**config.mk**
```make
export PLATFORM = sky130hd
export DESIGN_NAME = i2c_event_status
export DESIGN_NICKNAME = d
export VERILOG_FILES = /design/src/shared/i2c_event_pkg.sv /design/src/logic/event_capture.sv /design/src/logic/i2c_event_status.sv /design/src/logic/irq_combine.sv
export VERILOG_INCLUDE_DIRS = /design/src /design/src/shared
export SDC_FILE = /design/constraint.sdc
export NUM_CORES = 1
export LEC_CHECK = 0
export BUFFER_PORTS_ARGS = -buffer_cell sky130_fd_sc_hd__clkbuf_2
export CORE_MARGIN = 5
export CORE_UTILIZATION = 46
export CTS_CLUSTER_DIAMETER = 120
export DETAILED_ROUTE_END_ITERATION = 6
export MAX_ROUTING_LAYER = met4
export PLACE_DENSITY = 0.87
export SYNTH_ARGS = -nofsm -noshare
export SYNTH_HDL_FRONTEND = slang
export SYNTH_SLANG_ARGS = --single-unit
```
**constraint.sdc**
```tcl
create_clock -name clock -period 1.88 [get_ports clock]
set_input_delay 0.282 -clock clock [delete_from_list [all_inputs] [get_ports clock]]
set_output_delay 0.282 -clock clock [all_outputs]
set_load 0.05 [all_outputs]
```
**src/shared/i2c_event_map.svh**
```systemverilog
// Register offsets, field positions and reset values of the serial unit event status block.
// Operation
// RULE1: Interrupt request is raised whenever a flag and its enable are both set.
// RULE2: Flags still set when their enable is clear; only the request is held off.
// RULE3: Soft reset clears all flags; no request until a new event follows release.
// RULE4: Outgoing mailbox empty flag sets on external read, only if software loaded it.
// RULE5: Incoming mailbox full flag sets when an external master writes the mailbox.
// RULE6: Boot load failed flag sets when the boot load sequence fails.
// RULE7: Boot load done flag sets on success, or when boot load was disabled at reset.
// RULE8: Slave access error flag sets when an addressed slave transaction aborts.
// RULE9: Slave register write flag sets on a triggered write, never with writes disabled.
// RULE10: Slave register read flag sets on a triggered read, never with reads disabled.
// RULE11: Slave access done flag sets when an addressed slave transaction completes cleanly.
// RULE12: Master diagnostic flag sets when the master engine reports a diagnostic event.
// RULE13: Master arbitration lost flag sets on arbitration loss after the address phase.
// RULE14: Master timeout flag sets on clock low, byte or transaction timeout abort.
// RULE15: Master NACK flag sets on a NACK to address, peripheral address or data.
// RULE16: Master arbitration timeout flag sets when the bus arbitration timeout expires.
// RULE17: Master done flag sets when a master transaction completes without error.
// RULE18: A failed boot load may also set the collision, timeout and NACK flags.
// RULE19: Writing one clears a flag, zero leaves it; software reads before clearing.
// RULE20: Status is reachable only from the register bus and resets to zero.
// RULE21: Enable register holds one read-write enable per flag, reset to zero.
// RULE22: Set register forces flags on, but only where underlying events are enabled.
// RULE23: Request is the OR of flag AND enable; reserved bits read zero.
`ifndef I2C_EVENT_MAP_SVH
`define I2C_EVENT_MAP_SVH
`define ADDR_W 20
`define STATUS_OFS 20'h1D11C
`define ENABLE_OFS 20'h1D120
`define SET_OFS 20'h1D124
`define STATUS_RST 32'h00000000
`define ENABLE_RST 32'h00000000
`define FLAG_MASK 32'hF9F0C0C0
`define BIT_OUT_MBOX 6
`define BIT_IN_MBOX 7
`define BIT_BOOT_FAIL 14
`define BIT_BOOT_OK 15
`define BIT_SLV_ERR 20
`define BIT_SLV_WR 21
`define BIT_SLV_RD 22
`define BIT_SLV_OK 23
`define BIT_MST_DIAG 24
`define BIT_MST_ARB 27
`define BIT_MST_TMO 28
`define BIT_MST_NACK 29
`define BIT_MST_ATMO 30
`define BIT_MST_OK 31
`endif

```
**src/shared/i2c_event_pkg.sv**
```systemverilog
// Types shared by the serial unit event status block.
`include "i2c_event_map.svh"
package i2c_event_pkg;
  typedef struct packed {
    logic sel;
    logic wr;
    logic [`ADDR_W-1:0] addr;
    logic [31:0] wdata;
  } reg_req_t;
  typedef struct packed {
    logic out_mbox_sw_write;
    logic out_mbox_ext_read;
    logic in_mbox_ext_write;
    logic boot_fail;
    logic boot_ok;
    logic slave_abort;
    logic slave_wr_access;
    logic slave_rd_access;
    logic slave_ok;
    logic master_diag;
    logic master_arb_lost;
    logic master_timeout;
    logic master_nack;
    logic master_arb_timeout;
    logic master_ok;
    logic boot_arb_lost;
    logic boot_timeout;
    logic boot_nack;
  } evt_in_t;
  typedef struct packed {
    logic slave_write_enable;
    logic slave_read_enable;
    logic boot_load_disabled;
  } cfg_in_t;
  typedef struct packed {
    logic rst_seen;
    logic out_mbox_loaded;
    logic [31:0] ev;
  } capture_state_t;
  typedef struct packed {
    logic [31:0] flags;
    logic [31:0] enable;
    logic [31:0] rdata;
    logic ack;
  } status_state_t;
endpackage

```
**src/logic/event_capture.sv**
```systemverilog
// Qualifies engine event pulses into one registered vector of flag set requests.
`timescale 1ns/1ps
module event_capture
  import i2c_event_pkg::*;
(
  input wire logic clock,
  input wire logic sys_rst,
  input wire evt_in_t evt,
  input wire cfg_in_t cfg,
  output logic [31:0] ev_set
);
  capture_state_t st_r;
  capture_state_t st_nxt;

  function automatic logic [31:0] bit_if(input logic cond, input int idx);
    bit_if = cond ? (32'h00000001 << idx) : 32'h00000000;
  endfunction

  always_comb begin
    st_nxt = st_r;
    st_nxt.ev = 32'h00000000;
    // RULE7 strap after reset.
    if (!st_r.rst_seen) begin
      st_nxt.rst_seen = 1'b1;
      st_nxt.ev = bit_if(cfg.boot_load_disabled, `BIT_BOOT_OK);
    end
    // A software load in the same cycle as an external read keeps the mailbox loaded.
    if (evt.out_mbox_ext_read) begin
      st_nxt.out_mbox_loaded = 1'b0;
    end
    if (evt.out_mbox_sw_write) begin
      st_nxt.out_mbox_loaded = 1'b1;
    end
    // RULE4 loaded mailbox read.
    st_nxt.ev |= bit_if(evt.out_mbox_ext_read && st_r.out_mbox_loaded, `BIT_OUT_MBOX);
    // RULE5 mailbox written.
    st_nxt.ev |= bit_if(evt.in_mbox_ext_write, `BIT_IN_MBOX);
    // RULE6 boot failure.
    st_nxt.ev |= bit_if(evt.boot_fail, `BIT_BOOT_FAIL);
    // RULE7 boot success.
    st_nxt.ev |= bit_if(evt.boot_ok, `BIT_BOOT_OK);
    // RULE8 slave abort.
    st_nxt.ev |= bit_if(evt.slave_abort, `BIT_SLV_ERR);
    // RULE9 gated slave write.
    st_nxt.ev |= bit_if(evt.slave_wr_access && cfg.slave_write_enable, `BIT_SLV_WR);
    // RULE10 gated slave read.
    st_nxt.ev |= bit_if(evt.slave_rd_access && cfg.slave_read_enable, `BIT_SLV_RD);
    // RULE11 slave success.
    st_nxt.ev |= bit_if(evt.slave_ok, `BIT_SLV_OK);
    // RULE12 master diagnostic.
    st_nxt.ev |= bit_if(evt.master_diag, `BIT_MST_DIAG);
    // RULE13 RULE18 arbitration loss.
    st_nxt.ev |= bit_if(evt.master_arb_lost || evt.boot_arb_lost, `BIT_MST_ARB);
    // RULE14 RULE18 master timeout.
    st_nxt.ev |= bit_if(evt.master_timeout || evt.boot_timeout, `BIT_MST_TMO);
    // RULE15 RULE18 master NACK.
    st_nxt.ev |= bit_if(evt.master_nack || evt.boot_nack, `BIT_MST_NACK);
    // RULE16 arbitration timeout.
    st_nxt.ev |= bit_if(evt.master_arb_timeout, `BIT_MST_ATMO);
    // RULE17 master success.
    st_nxt.ev |= bit_if(evt.master_ok, `BIT_MST_OK);
  end

  always_ff @(posedge clock) begin
    if (sys_rst) begin
      st_r <= '0;
    end else begin
      st_r <= st_nxt;
    end
  end

  assign ev_set = st_r.ev;
endmodule

```
**src/logic/i2c_event_status.sv**
```systemverilog
// Event status, enable and set registers of the serial unit with its interrupt request.
`timescale 1ns/1ps
module i2c_event_status
  import i2c_event_pkg::*;
(
  input wire logic clock,
  input wire logic sys_rst,
  input wire logic unit_soft_reset,
  input wire reg_req_t req,
  output logic [31:0] reg_rdata,
  output logic reg_ack,
  input wire evt_in_t evt,
  input wire cfg_in_t cfg,
  input wire logic [31:0] source_active_mask,
  output logic irq
);
  status_state_t st_r;
  status_state_t st_nxt;
  logic [31:0] ev_set;
  logic wr_status;
  logic wr_enable;
  logic wr_set;
  logic [31:0] clr_vec;
  logic [31:0] force_vec;

  function automatic logic hit(input reg_req_t r, input logic [`ADDR_W-1:0] ofs);
    hit = r.sel && (r.addr == ofs);
  endfunction

  event_capture u_capture (
    .clock(clock),
    .sys_rst(sys_rst),
    .evt(evt),
    .cfg(cfg),
    .ev_set(ev_set)
  );

  // RULE1 request drive.
  irq_combine #(
    .WIDTH(32)
  ) u_irq (
    .flags(st_r.flags),
    .enables(st_r.enable),
    .irq(irq)
  );

  assign wr_status = hit(req, `STATUS_OFS) && req.wr;
  assign wr_enable = hit(req, `ENABLE_OFS) && req.wr;
  assign wr_set = hit(req, `SET_OFS) && req.wr;
  // RULE19 write one clears.
  assign clr_vec = wr_status ? req.wdata : 32'h00000000;
  // RULE22 set through sources.
  assign force_vec = wr_set ? (req.wdata & source_active_mask) : 32'h00000000;

  always_comb begin
    st_nxt = st_r;
    st_nxt.ack = 1'b0;
    st_nxt.rdata = 32'h00000000;
    // RULE2 RULE19 set beats clear.
    st_nxt.flags = ((st_r.flags & ~clr_vec) | ev_set | force_vec) & `FLAG_MASK;
    // RULE3 soft reset clear.
    if (unit_soft_reset) begin
      st_nxt.flags = `STATUS_RST;
    end
    // RULE21 enable write.
    if (wr_enable) begin
      st_nxt.enable = req.wdata & `FLAG_MASK;
    end
    if (req.sel) begin
      st_nxt.ack = 1'b1;
      if (!req.wr) begin
        // RULE20 RULE23 readback.
        case (req.addr)
          `STATUS_OFS: st_nxt.rdata = st_r.flags;
          `ENABLE_OFS: st_nxt.rdata = st_r.enable;
          `SET_OFS: st_nxt.rdata = st_r.flags;
          default: st_nxt.rdata = 32'h00000000;
        endcase
      end
    end
  end

  // RULE20 reset to zero.
  always_ff @(posedge clock) begin
    if (sys_rst) begin
      st_r.flags <= `STATUS_RST;
      st_r.enable <= `ENABLE_RST;
      st_r.rdata <= 32'h00000000;
      st_r.ack <= 1'b0;
    end else begin
      st_r <= st_nxt;
    end
  end

  assign reg_rdata = st_r.rdata;
  assign reg_ack = st_r.ack;
endmodule

```
**src/logic/irq_combine.sv**
```systemverilog
// Reduction of enabled event flags onto one interrupt request.
`timescale 1ns/1ps
module irq_combine #(
  parameter int WIDTH = 32
) (
  input wire logic [WIDTH-1:0] flags,
  input wire logic [WIDTH-1:0] enables,
  output logic irq
);
  // RULE23 masked OR.
  assign irq = |(flags & enables);
endmodule

```
# == Word level (Yosys, flattened, before mapping) ==
# Cells that the tools add are included.
# totals
regBits,113
wordCells,72
# op_classes
mux,23
n_reduce_logical,17
bitwise_logic,21
eq_ne,3
# ops
op,count
$or 32x32->32,16
$mux 32,4
$and 32x32->32,3
$pmux 32 s2,1
$eq 20x17->1 const B,3
$mux 34,1
$mux 16,2
$not 32->32,1
$reduce_or 32->1,1
$mux 31,1
$mux 30,1
$mux 29,1
$mux 28,1
$mux 25,1
$mux 24,1
$mux 23,1
$mux 22,1
$mux 21,1
$mux 15,1
$logic_and 1x1->1,9
$mux 8,1
$mux 7,1
$reduce_or 2->1,2
$logic_or 1x1->1,3
other kinds (4),6

# == Logic depth before layout (Yosys ltp) ==
# Gate-level depths: netlist (run 1).
# depth
ltp_word,17
depth_mapped,6
depth_no_buf,4

# == Hierarchy ==
# From an unflattened synthesis (run 1), not the netlist that was laid out.
# unflattened
hier_cells,343
area_unflattened_um2,2974.1
# by_module_without_submodules
module,area_per_inst_um2,instances,cells_per_inst
i2c_event_status,2107.0,1,251
event_capture,709.4,1,71
irq_combine,157.7,1,21

# == Worst setup path before layout (run 1) ==
# OpenSTA, ideal clock, no wires.
# synth_timing
kind,flip-flop to output port
start,register st_r[71] (netlist name)
end,output port irq
path_buffers,0
arrival_ns,1.238
path_slack_ns,0.360
stages_incl_launch_ff,5
cell_sequence,dfxtp_1 a22oi_1 nand2_1 a221oi_1 nand4_1
# synth_via
elab_chain_len,2
# synth_lines
element,line,text
$and 32x32->32,irq_combine.sv:11,assign irq = |(flags & enables);
$reduce_or 32->1,irq_combine.sv:11,
to (decl),i2c_event_status.sv:15,output logic irq
# Every way passes these cells.

# == Final worst setup path (run 1) ==
# layout_timing
start,register st_r[92] (netlist name)
end,output port irq
# layout_via
elab_chain_len,2
# layout_lines
element,line
$and 32x32->32,irq_combine.sv:11
$reduce_or 32->1,irq_combine.sv:11
# Every way passes these cells.

==> results of run 1 <==
==> synthesized netlist by cell type <==
master / number
a21oi_1: 16
a221oi_1: 2
a22o_1: 1
a22oi_1: 18
and2_1: 29
and3_1: 5
and3b_1: 1
and4_1: 1
and4b_1: 1
and4bb_2: 1
buf_1: 1
buf_2: 5
buf_4: 34
buf_6: 2
clkbuf_1: 12
conb_1: 1
dfxtp_1: 59
inv_1: 3
nand2_1: 29
nand3_1: 15
nand3_2: 1
nand4_1: 16
nand4_4: 1
nand4b_1: 1
nor2_1: 25
nor2b_1: 8
nor3b_1: 3
nor4b_1: 2
nor4b_2: 1
nor4b_4: 1
nor4bb_1: 2
o211ai_1: 14
o21a_1: 1
o21ai_1: 28
==> worst paths after layout <==
check / start / endpoint / slack (ns)
setup / recovery: st_r[92] / irq / 0.12
hold / removal: evt[3] / u_capture.ev_set[31] / 0.15
setup reg to reg: st_r[96] / st_r[96] / 1.08
hold reg to reg: u_capture.ev_set[29] / st_r[94] / 0.45
==> worst reg2reg max path, cell delays in order, from the launching register on <==
cell and delay, ns:
dfxtp_1 0.34, and2_1 0.14, o21ai_1 0.10, o211ai_1 0.11
==> per-stage QoR <==
step / cells / area [µm²] / hold slack (ns) / utilization [%] / total power [W]
3_5_place_dp: 476 / 3180 / 0.440 / 53.1 / 0.00161
2_1_floorplan: 357 / 2930 / 0.398 / - / 0.00152
4_1_cts: 492 / 3390 / 0.143 / 56.6 / 0.00282
6_report: 492 / 3400 / 0.152 / 56.8 / 0.00281
3_3_place_gp: 476 / 3180 / 0.426 / 53.1 / 0.00160
5_1_grt: 492 / 3400 / 0.148 / 56.8 / 0.00292
==> routing by layer <==
metal	vias to the layer above	GRT usage [%]	wire [µm]
met5	-	-	0
met4	0	10.7	206
met3	21	4.84	592
met2	128	28.6	3250
met1	1176	25.4	3180
li1	1295	-	-
==> power groups by stage <==
stage / combinational [W] / clock (W) / sequential, W
finish: 0.000288 / 0.00123 / 0.00130
floorplan: 0.000196 / 0 / 0.00132
global route: 0.000313 / 0.00130 / 0.00130
global placement: 0.000279 / 0 / 0.00132
CTS: 0.000286 / 0.00124 / 0.00130
detailed placement: 0.000285 / 0 / 0.00133
==> state kept, by name (all words and copies together) (netlist names) <==
register	cells
u_capture.st_r	2
st_r	28
reg_rdata	14
u_capture.ev_set	14
reg_ack	1
==> cells by family after synthesis <==
logic type	share of synthesized area (%)
AO/OA/AOI/OAI	17.3
flip-flops	41.3
other	0.131
AND/OR/NAND/NOR	28.6
buffers and inverters	12.7
==> area by class of cell <==
| cell class | instances | share of cell area (%) |
|---|---|---|
| Tap cell | 75 | 2.76 |
| Clock buffer | 11 | 3.86 |
| Clock inverter | 5 | 2.28 |
| Sequential cell | 59 | 34.7 |
| Multi-Input combinational cell | 241 | 40.8 |
| Timing Repair Buffer | 98 | 15.3 |
| Inverter | 3 | 0.331 |
==> layout by cell type (no fill, tap or decap), drive strengths merged, types with 2 or more instances in the layout <==
cell,Yosys,routed
clkbuf,12,99
a221oi,2,2
a22oi,18,18
bufinv,0,2
nand3,16,16
nor4b,4,4
dfxtp,59,59
and3,5,5
o21ai,28,28
a21oi,16,16
nor2b,8,8
inv,3,3
nand4,17,17
nor4bb,2,2
nor3b,3,3
o211ai,14,14
clkinv,0,2
conb,1,18
and2,29,29
buf,42,10
nor2,25,25
nand2,29,29
==> flow_summary_export.csv, run 1 <==
group,metric,value,unit
clock_tree,cts_buffer_depth,2,
clock_tree,cts-buffers-inserted,9,
place,portBuffers,89,
setup_path,cp.required,1.60,ns
floorplanning,core,5990,µm²
floorplanning,row_count,28,
sta,worstMarginPinSlew,0.549,ns
drt,dr.first_iter.drc_count,276,
global_routing,grt_pass1_vias,2547,
floorplanning,fp.dieH,88.9,µm
cells_and_area,multi_input_area,1390,µm²
setup_path,rr_worst_depth,3,
cells_and_area,final-seq-area,1180,µm²
setup_path,critical_path.top_delay_family,"compound AO/OA/AOI/OAI gates",
setup_path,crit_fanout,3,
synth,yosysTopAreaCellShare,41.3,%
place,dp_hpwl,5.34,mm
setup_path,arrival,1.47,ns
synth,syn_area_per_cell,8.42,µm²
sta,finalCriticalPeriod,1.76,ns
drt,vias,2620,
drt,drt-total-wl,7.22,mm
clock_tree,post_cts_buffers,0,
cells_and_area,areaGrowthSynthToFinish,18.9,%
floorplanning,die-area,7900,µm²
worst_hold_path,worstHoldPathType,"in2reg",
synth,yosysSeqAreaShare,41.3,%
drt,drc_errors,0,
sta,fin_crit_sh,93.4,%
synth,synth.distinct_cells,34,
synth,yosys_warnings,0,
drt,wire_per_inst,14.7,µm
clock_tree,cts_tree,"done",
power_and_ir_drop,p_leak,1.41,nW
sta,finalSetupViolCount,0,
floorplanning,fp.dieW,88.9,µm
cells_and_area,n_antenna_cell,0,
sta,hold_viol,0,
setup_path,worst_setup_path_start_kind,"flip-flop",
global_routing,track_usage,19.8,%
clock_tree,cts_num_sinks,59,
power_and_ir_drop,power.clock.fraction,43.6,%
synth,yosys.area.top_type,"dfxtp_1",
setup_path,cp_num_buf_inv,1,
place,pre_cts_ws,0.126,ns
power_and_ir_drop,power_frac_seq,46.2,%
clock_tree,cts-root-buf,"clkbuf_8",
floorplanning,start_util,47.8,%
clock_tree,insertion_delay,0.33,ns
sta,grt_setup_unrepaired,"no",
global_routing,antenna_found_initial,0,
clock_tree,cts.htree.levels,3,
sta,fin_tns_setup,0,ns
power_and_ir_drop,p_switching,0.000688,W
setup_path,endpoint_kind,"output port",
power_and_ir_drop,p_sw_share,24.5,%
power_and_ir_drop,combPwrFrac,10.2,%
drt,vias_per_cell,5.33,
synth,syn_area,2860,µm²
synth,synthCells,340,
place,routabilityCongestion,0.872,
job,maxCapViolations,0,
drt,first_pass_iters,4,
global_routing,grt_first_pass_wirelength,11.7,mm
floorplanning,io-pin-count,144,
setup_path,crit_path_cell_trace,"a22oi_1 -> nand2_1 -> a221oi_2 -> nand4_1 -> buf_6",
worst_hold_path,hold-path-cell-count,2,
synth,synth.ff_latch_count,59,
cells_and_area,drive_gt1_share,28.3,%
setup_path,max_stage_delay,0.33,ns
sta,max_freq,569,MHz
cells_and_area,fill_cells,554,
sta,skew,0.00442,ns
global_routing,grt_overflow,0,
synth,yosys-top-cells-area,"dfxtp_1 (41%), buf_4 (8.9%), and2_1 (6.3%)",
status,status,"completed",
setup_path,cp_num_cells,5,
drt,ant_nets,0,
cells_and_area,finalNetCount,522,
global_routing,grt_max_degree,30,
clock_tree,post_cts_resized,0,
setup_path,path_class,"reg2out",
setup_path,crit_slowest_cell,"dfxtp_1",
sta,fin_ws,0.124,ns
power_and_ir_drop,p_int,0.00212,W
power_and_ir_drop,p_per_area,827,nW/µm²
sta,drv_slew,0,
clock_tree,postCtsHoldBufs,0,
power_and_ir_drop,peakVddDrop,0.586,mV
clock_tree,cts.clk_slew.worst_paths,0.07,ns
sta,relSlewSlack,63.4,%
Note: power is estimated with default switching activity, not from simulation.
==> run 2: changes to the inputs <==
--- a/config.mk
+++ b/config.mk
@@ -13,6 +13,7 @@
 export DETAILED_ROUTE_END_ITERATION = 6
 export MAX_ROUTING_LAYER = met4
 export PLACE_DENSITY = 0.87
+export RECOVER_POWER = 25
 export SYNTH_ARGS = -nofsm -noshare
 export SYNTH_HDL_FRONTEND = slang
 export SYNTH_SLANG_ARGS = --single-unit
==> run 2 against run 1 <==
  * Hold slack got worse by 0.0010 ns
  * Via count increased by 0.65%
  * Sequential cell count unchanged
  * Critical path type unchanged
  * Die area unchanged
  * Critical endpoint unchanged
  * Count of clock-buffer cells in the layout unchanged
  * Critical path depth unchanged
  * Final cell count unchanged
  * Clock skew about the same
  * Combinational power about the same
  * First-iteration DRC count decreased by 24%
  * Highest routed layer unchanged
  * Final area decreased by 0.18%
  * Global-route usage unchanged
  * Largest cell class unchanged
==> flow_summary_export.csv, run 2 (synthesized netlist as in run 1, its figures left out) <==
group,metric,value,unit
sta,fin_crit_sh,94.6,%
sta,max_freq,562,MHz
global_routing,grt_first_pass_wirelength,11.7,mm
setup_path,max_stage_delay,0.34,ns
sta,hold_viol,0,
sta,drv_slew,0,
sta,worstMarginPinSlew,1.29,ns
clock_tree,cts.clk_slew.worst_paths,0.07,ns
setup_path,worst_setup_path_start_kind,"flip-flop",
floorplanning,die-area,7900,µm²
place,routabilityCongestion,0.872,
sta,finalSetupViolCount,0,
clock_tree,cts-root-buf,"clkbuf_8",
cells_and_area,n_antenna_cell,0,
clock_tree,post_cts_buffers,0,
cells_and_area,drive_gt1_share,27.6,%
drt,drt-total-wl,7.22,mm
global_routing,grt_pass1_vias,2547,
cells_and_area,areaGrowthSynthToFinish,18.7,%
setup_path,critical_path.top_delay_family,"compound AO/OA/AOI/OAI gates",
drt,first_pass_iters,5,
cells_and_area,fill_cells,557,
cells_and_area,layout_commonest_cell,"clkbuf_2",
power_and_ir_drop,p_leak,1.40,nW
power_and_ir_drop,peakVddDrop,0.585,mV
sta,fin_tns_setup,0,ns
floorplanning,fp.dieW,88.9,µm
sta,grt_setup_unrepaired,"no",
setup_path,crit_fanout,3,
cells_and_area,largest_register_ff_count,28,
global_routing,grt_max_degree,30,
clock_tree,cts.htree.levels,3,
clock_tree,insertion_delay,0.33,ns
global_routing,use_met1,25.4,%
place,dp_hpwl,5.34,mm
global_routing,grt_use_met2,28.6,%
drt,vias_per_cell,5.36,
power_and_ir_drop,p_per_area,827,nW/µm²
worst_hold_path,worstHoldPathType,"in2reg",
global_routing,track_usage,19.8,%
cells_and_area,final_cell_mix,"clkbuf_2 (86), dfxtp_1 (59), nand2_1 (29), and2_1 (29), o21ai_1 (28)",
setup_path,reg2reg_slack,1.08,ns
clock_tree,cts_num_sinks,59,
global_routing,busiest_layer,"met2",
setup_path,cp.required,1.60,ns
job,maxCapViolations,0,
setup_path,arrival,1.50,ns
sta,relSlewSlack,14.2,%
cells_and_area,finalNetCount,522,
sta,hold-worst-slack,0.151,ns
cells_and_area,fin_util,56.7,%
drt,dr.first_iter.drc_count,209,
status,status,"completed",
global_routing,use_met3,4.84,%
clock_tree,cts_buffer_depth,2,
floorplanning,start_util,47.8,%
drt,drc_errors,0,
setup_path,crit_slowest_cell,"dfxtp_1",
drt,wire_per_inst,14.7,µm
floorplanning,io-pin-count,144,
global_routing,antenna_found_initial,0,
floorplanning,core,5990,µm²
clock_tree,postCtsHoldBufs,0,
power_and_ir_drop,finalPower,0.00281,W
cells_and_area,final_area,3400,µm²
setup_path,crit_path_cell_trace,"a22oi_1 -> nand2_1 -> a221oi_2 -> nand4_1 -> buf_6",
global_routing,grt_overflow,0,
floorplanning,row_count,28,
sta,finalCriticalPeriod,1.78,ns
drt,ant_nets,0,
setup_path,cp_num_buf_inv,1,
drt,vias,2637,
clock_tree,cts-buffers-inserted,9,
place,placed_area,3180,µm²
place,portBuffers,89,
setup_path,endpoint_kind,"output port",
clock_tree,cts_tree,"done",
cells_and_area,top_register,"st_r",
floorplanning,fp.dieH,88.9,µm
setup_path,path_class,"reg2out",
sta,skew,0.00482,ns
run 2: where the power goes:
group	switching [W]	leakage (nW)	internal (W)
Combinational	0.000188	0.820	0.0000992
Sequential	0.0000170	0.481	0.00128
Clock	0.000481	0.103	0.000742
Total	0.000686	1.40	0.00212
run 2: worst register-to-register path: stages (launching register included):
cell      delay, ns
dfxtp_1        0.34
and2_1         0.14
o21ai_1        0.10
o211ai_1       0.11
run 2: area by class of cell:
type                       count  area, µm²  area share, %
timing repair buffer          98        513           15.1
clock inverter                 5       77.6           2.28
sequential                    59       1180           34.8
multi-input combinational    241       1390           40.9
clock buffer                  11        131           3.87
tap                           75       93.8           2.76
inverter                       3       11.3          0.332
run 2: final timing paths:
check / start / endpoint / depth (start not counted)
max: st_r[92] / irq / 5
min: evt[3] / u_capture.ev_set[31] / 2
max reg2reg: st_r[96] / st_r[96] / 3
min reg2reg: u_capture.ev_set[29] / st_r[94] / 2
run 2: per-layer routing:
layer	wire length [µm]	part of all wire (%)
met3	604	8.4
met1	3180	44
met5	0	0
met2	3220	45
met4	216	3.0
run 2: what timing repair did:
| item | 4_1_cts | 5_1_grt |
|---|---|---|
| setup endpoints to repair | 0 | 1 |
| hold endpoints to repair | 0 | 0 |
| gates resized for setup | 0 | 5 |
run 2: per-stage QoR:
stage | setup WS (ns) | std cells
after global placement | 0.205 | 476
after CTS | 0.00586 | 492
after floorplan | 0.360 | 357
after global routing | 0.0100 | 492
after detailed placement | 0.126 | 476
final | 0.102 | 492
==> run 3: changes to the inputs <==
--- a/config.mk
+++ b/config.mk
@@ -7,6 +7,7 @@
 export NUM_CORES = 1
 export LEC_CHECK = 0
 export BUFFER_PORTS_ARGS = -buffer_cell sky130_fd_sc_hd__clkbuf_2
+export CORE_ASPECT_RATIO = 1.1
 export CORE_MARGIN = 5
 export CORE_UTILIZATION = 46
 export CTS_CLUSTER_DIAMETER = 120
==> run 3 against run 2 <==
  * Maximum frequency is 1.8% higher
  * Clock power is 15% lower
  * Clock skew rose by 0.00099 ns
  * Sequential cell count unchanged
  * Power is 6.3% lower
  * Highest routed layer unchanged
  * Utilization decreased by 1.3 points
==> flow_summary_export.csv, run 3 (synthesized netlist as in run 1, its figures left out) <==
group,metric,value,unit
setup_path,crit_fanout,3,
setup_path,cp.required,1.60,ns
setup_path,crit_path_cell_trace,"a22oi_2 -> nand2_1 -> a221oi_2 -> nand4_1 -> buf_6",
global_routing,grt_pass1_vias,2627,
cells_and_area,finalNetCount,522,
sta,grt_setup_unrepaired,"no",
clock_tree,cts-root-buf,"clkbuf_8",
power_and_ir_drop,p_int,0.00196,W
power_and_ir_drop,p_switching,0.000671,W
place,portBuffers,89,
place,dp_hpwl,5.39,mm
worst_hold_path,min-delay-start,"evt[7]",
drt,dr.first_iter.drc_count,221,
sta,drv_slew,0,
clock_tree,cts-buffers-inserted,9,
sta,fin_tns_setup,0,ns
setup_path,r2r-end,"st_r[96]",
setup_path,reg2reg_slack,1.06,ns
power_and_ir_drop,combPwrFrac,11.0,%
power_and_ir_drop,power.clock.fraction,39.7,%
clock_tree,cts_buffer_depth,2,
floorplanning,fp.dieH,92.7,µm
floorplanning,core,6120,µm²
sta,max_freq,573,MHz
cells_and_area,n_antenna_cell,0,
cells_and_area,top_register,"st_r",
setup_path,arrival,1.46,ns
job,maxCapViolations,0,
worst_hold_path,hold-path-cell-count,3,
floorplanning,fp.dieW,85.2,µm
cells_and_area,drive_gt1_share,28.1,%
setup_path,critical_path.top_delay_family,"compound AO/OA/AOI/OAI gates",
setup_path,setup.worst_path.start,"st_r[71]",
drt,vias,2617,
worst_hold_path,worstHoldPathType,"in2reg",
sta,finalSetupViolCount,0,
clock_tree,insertion_delay,0.33,ns
cells_and_area,final_cell_mix,"clkbuf_2 (87), dfxtp_1 (59), nand2_1 (29), and2_1 (29), o21ai_1 (28)",
place,routabilityCongestion,0.890,
setup_path,crit_slowest_cell,"dfxtp_1",
floorplanning,row_count,30,
sta,fin_crit_sh,92.9,%
clock_tree,cts.htree.levels,3,
drt,vias_per_cell,5.28,
status,status,"completed",
power_and_ir_drop,p_per_area,778,nW/µm²
setup_path,worst_setup_path_start_kind,"flip-flop",
sta,worstMarginPinSlew,1.29,ns
global_routing,antenna_found_initial,0,
power_and_ir_drop,p_leak,1.40,nW
sta,hold_viol,0,
global_routing,grt_max_degree,30,
sta,skew,0.00581,ns
drt,first_pass_iters,4,
place,placed_area,3190,µm²
setup_path,cp_num_buf_inv,1,
drt,wire_per_inst,14.6,µm
global_routing,grt_first_pass_wirelength,11.8,mm
global_routing,grt_overflow,0,
floorplanning,io-pin-count,144,
worst_hold_path,min_to,"u_capture.ev_set[27]",
setup_path,rr_worst_depth,3,
clock_tree,cts_tree,"done",
setup_path,endpoint_kind,"output port",
clock_tree,cts.clk_slew.worst_paths,0.06,ns
cells_and_area,final_area,3390,µm²
floorplanning,start_util,46.8,%
drt,ant_nets,0,
drt,drt-total-wl,7.22,mm
sta,relSlewSlack,14.3,%
clock_tree,postCtsHoldBufs,0,
setup_path,path_class,"reg2out",
drt,drc_errors,0,
cells_and_area,largest_register_ff_count,28,
sta,finalCriticalPeriod,1.75,ns
power_and_ir_drop,peakVddDrop,0.570,mV
global_routing,track_usage,19.2,%
cells_and_area,areaGrowthSynthToFinish,18.3,%
power_and_ir_drop,p_sw_share,25.5,%
floorplanning,die-area,7900,µm²
clock_tree,cts_num_sinks,59,
setup_path,worstReg2RegStart,"st_r[96]",
setup_path,max_stage_delay,0.34,ns
power_and_ir_drop,power_frac_seq,49.4,%
cells_and_area,layout_commonest_cell,"clkbuf_2",
-- run 3: routing by layer --
layer  part of all wire, %  vias up  track usage, %
met5                     0        -               -
met4                   2.5        0            6.73
met3                   7.2       17            6.14
met2                    49      105            30.9
met1                    41     1199            22.6
li1                      -     1296               -
-- run 3: worst max path at each step --
| stage | end | slack (ns) | depth (start not counted) |
|---|---|---|---|
| after floorplan | irq | 0.36 | 4 |
| after global placement | st_r[85] | 0.24 | 5 |
| after detailed placement | st_r[95] | 0.11 | 5 |
| after CTS | irq | 0.02 | 5 |
| after global routing | irq | 0.002 | 5 |
| final | irq | 0.13 | 5 |
-- run 3: layout make-up --
type                    instances  area, µm²
fillers                       601       2730
multi-input cells             241       1400
flip-flops and latches         59       1180
repair buffers                 98        514
clock buffers                  14        173
well taps                      80        100
inverters                       3       11.3
clock inverters                 1       7.51
-- run 3: timing repair --
action                                  4_1_cts  5_1_grt
hold endpoints to repair                      0        0
gates resized for setup                       0        7
endpoints found under the setup margin        0        1
setup buffers                                 0        0
-- run 3: worst min-delay path, stage by stage --
cell and delay (ns):
clkbuf_2 0.07, nor2_1 0.03, nor2_1 0.06
-- run 3: stage by stage --
| step | hold slack (ns) | utilization, % | instances | total power (W) | worst slack, ns |
|---|---|---|---|---|---|
| floorplan | 0.398 | - | 357 | 0.00152 | 0.360 |
| global placement | 0.427 | 52.1 | 481 | 0.00160 | 0.237 |
| detailed placement | 0.442 | 52.1 | 481 | 0.00161 | 0.107 |
| CTS | 0.147 | 55.0 | 496 | 0.00264 | 0.0196 |
| global route | 0.136 | 55.3 | 496 | 0.00275 | 0.00244 |
| finish | 0.154 | 55.3 | 496 | 0.00263 | 0.134 |
-- run 3: power by group through the flow --
stage               Clock, W  Combinational [W]  Sequential [W]
floorplan                  0           0.000196         0.00132
global placement           0           0.000279         0.00132
detailed placement         0           0.000286         0.00133
CTS                  0.00105           0.000287         0.00130
global route         0.00113           0.000313         0.00130
finish               0.00104           0.000288         0.00130
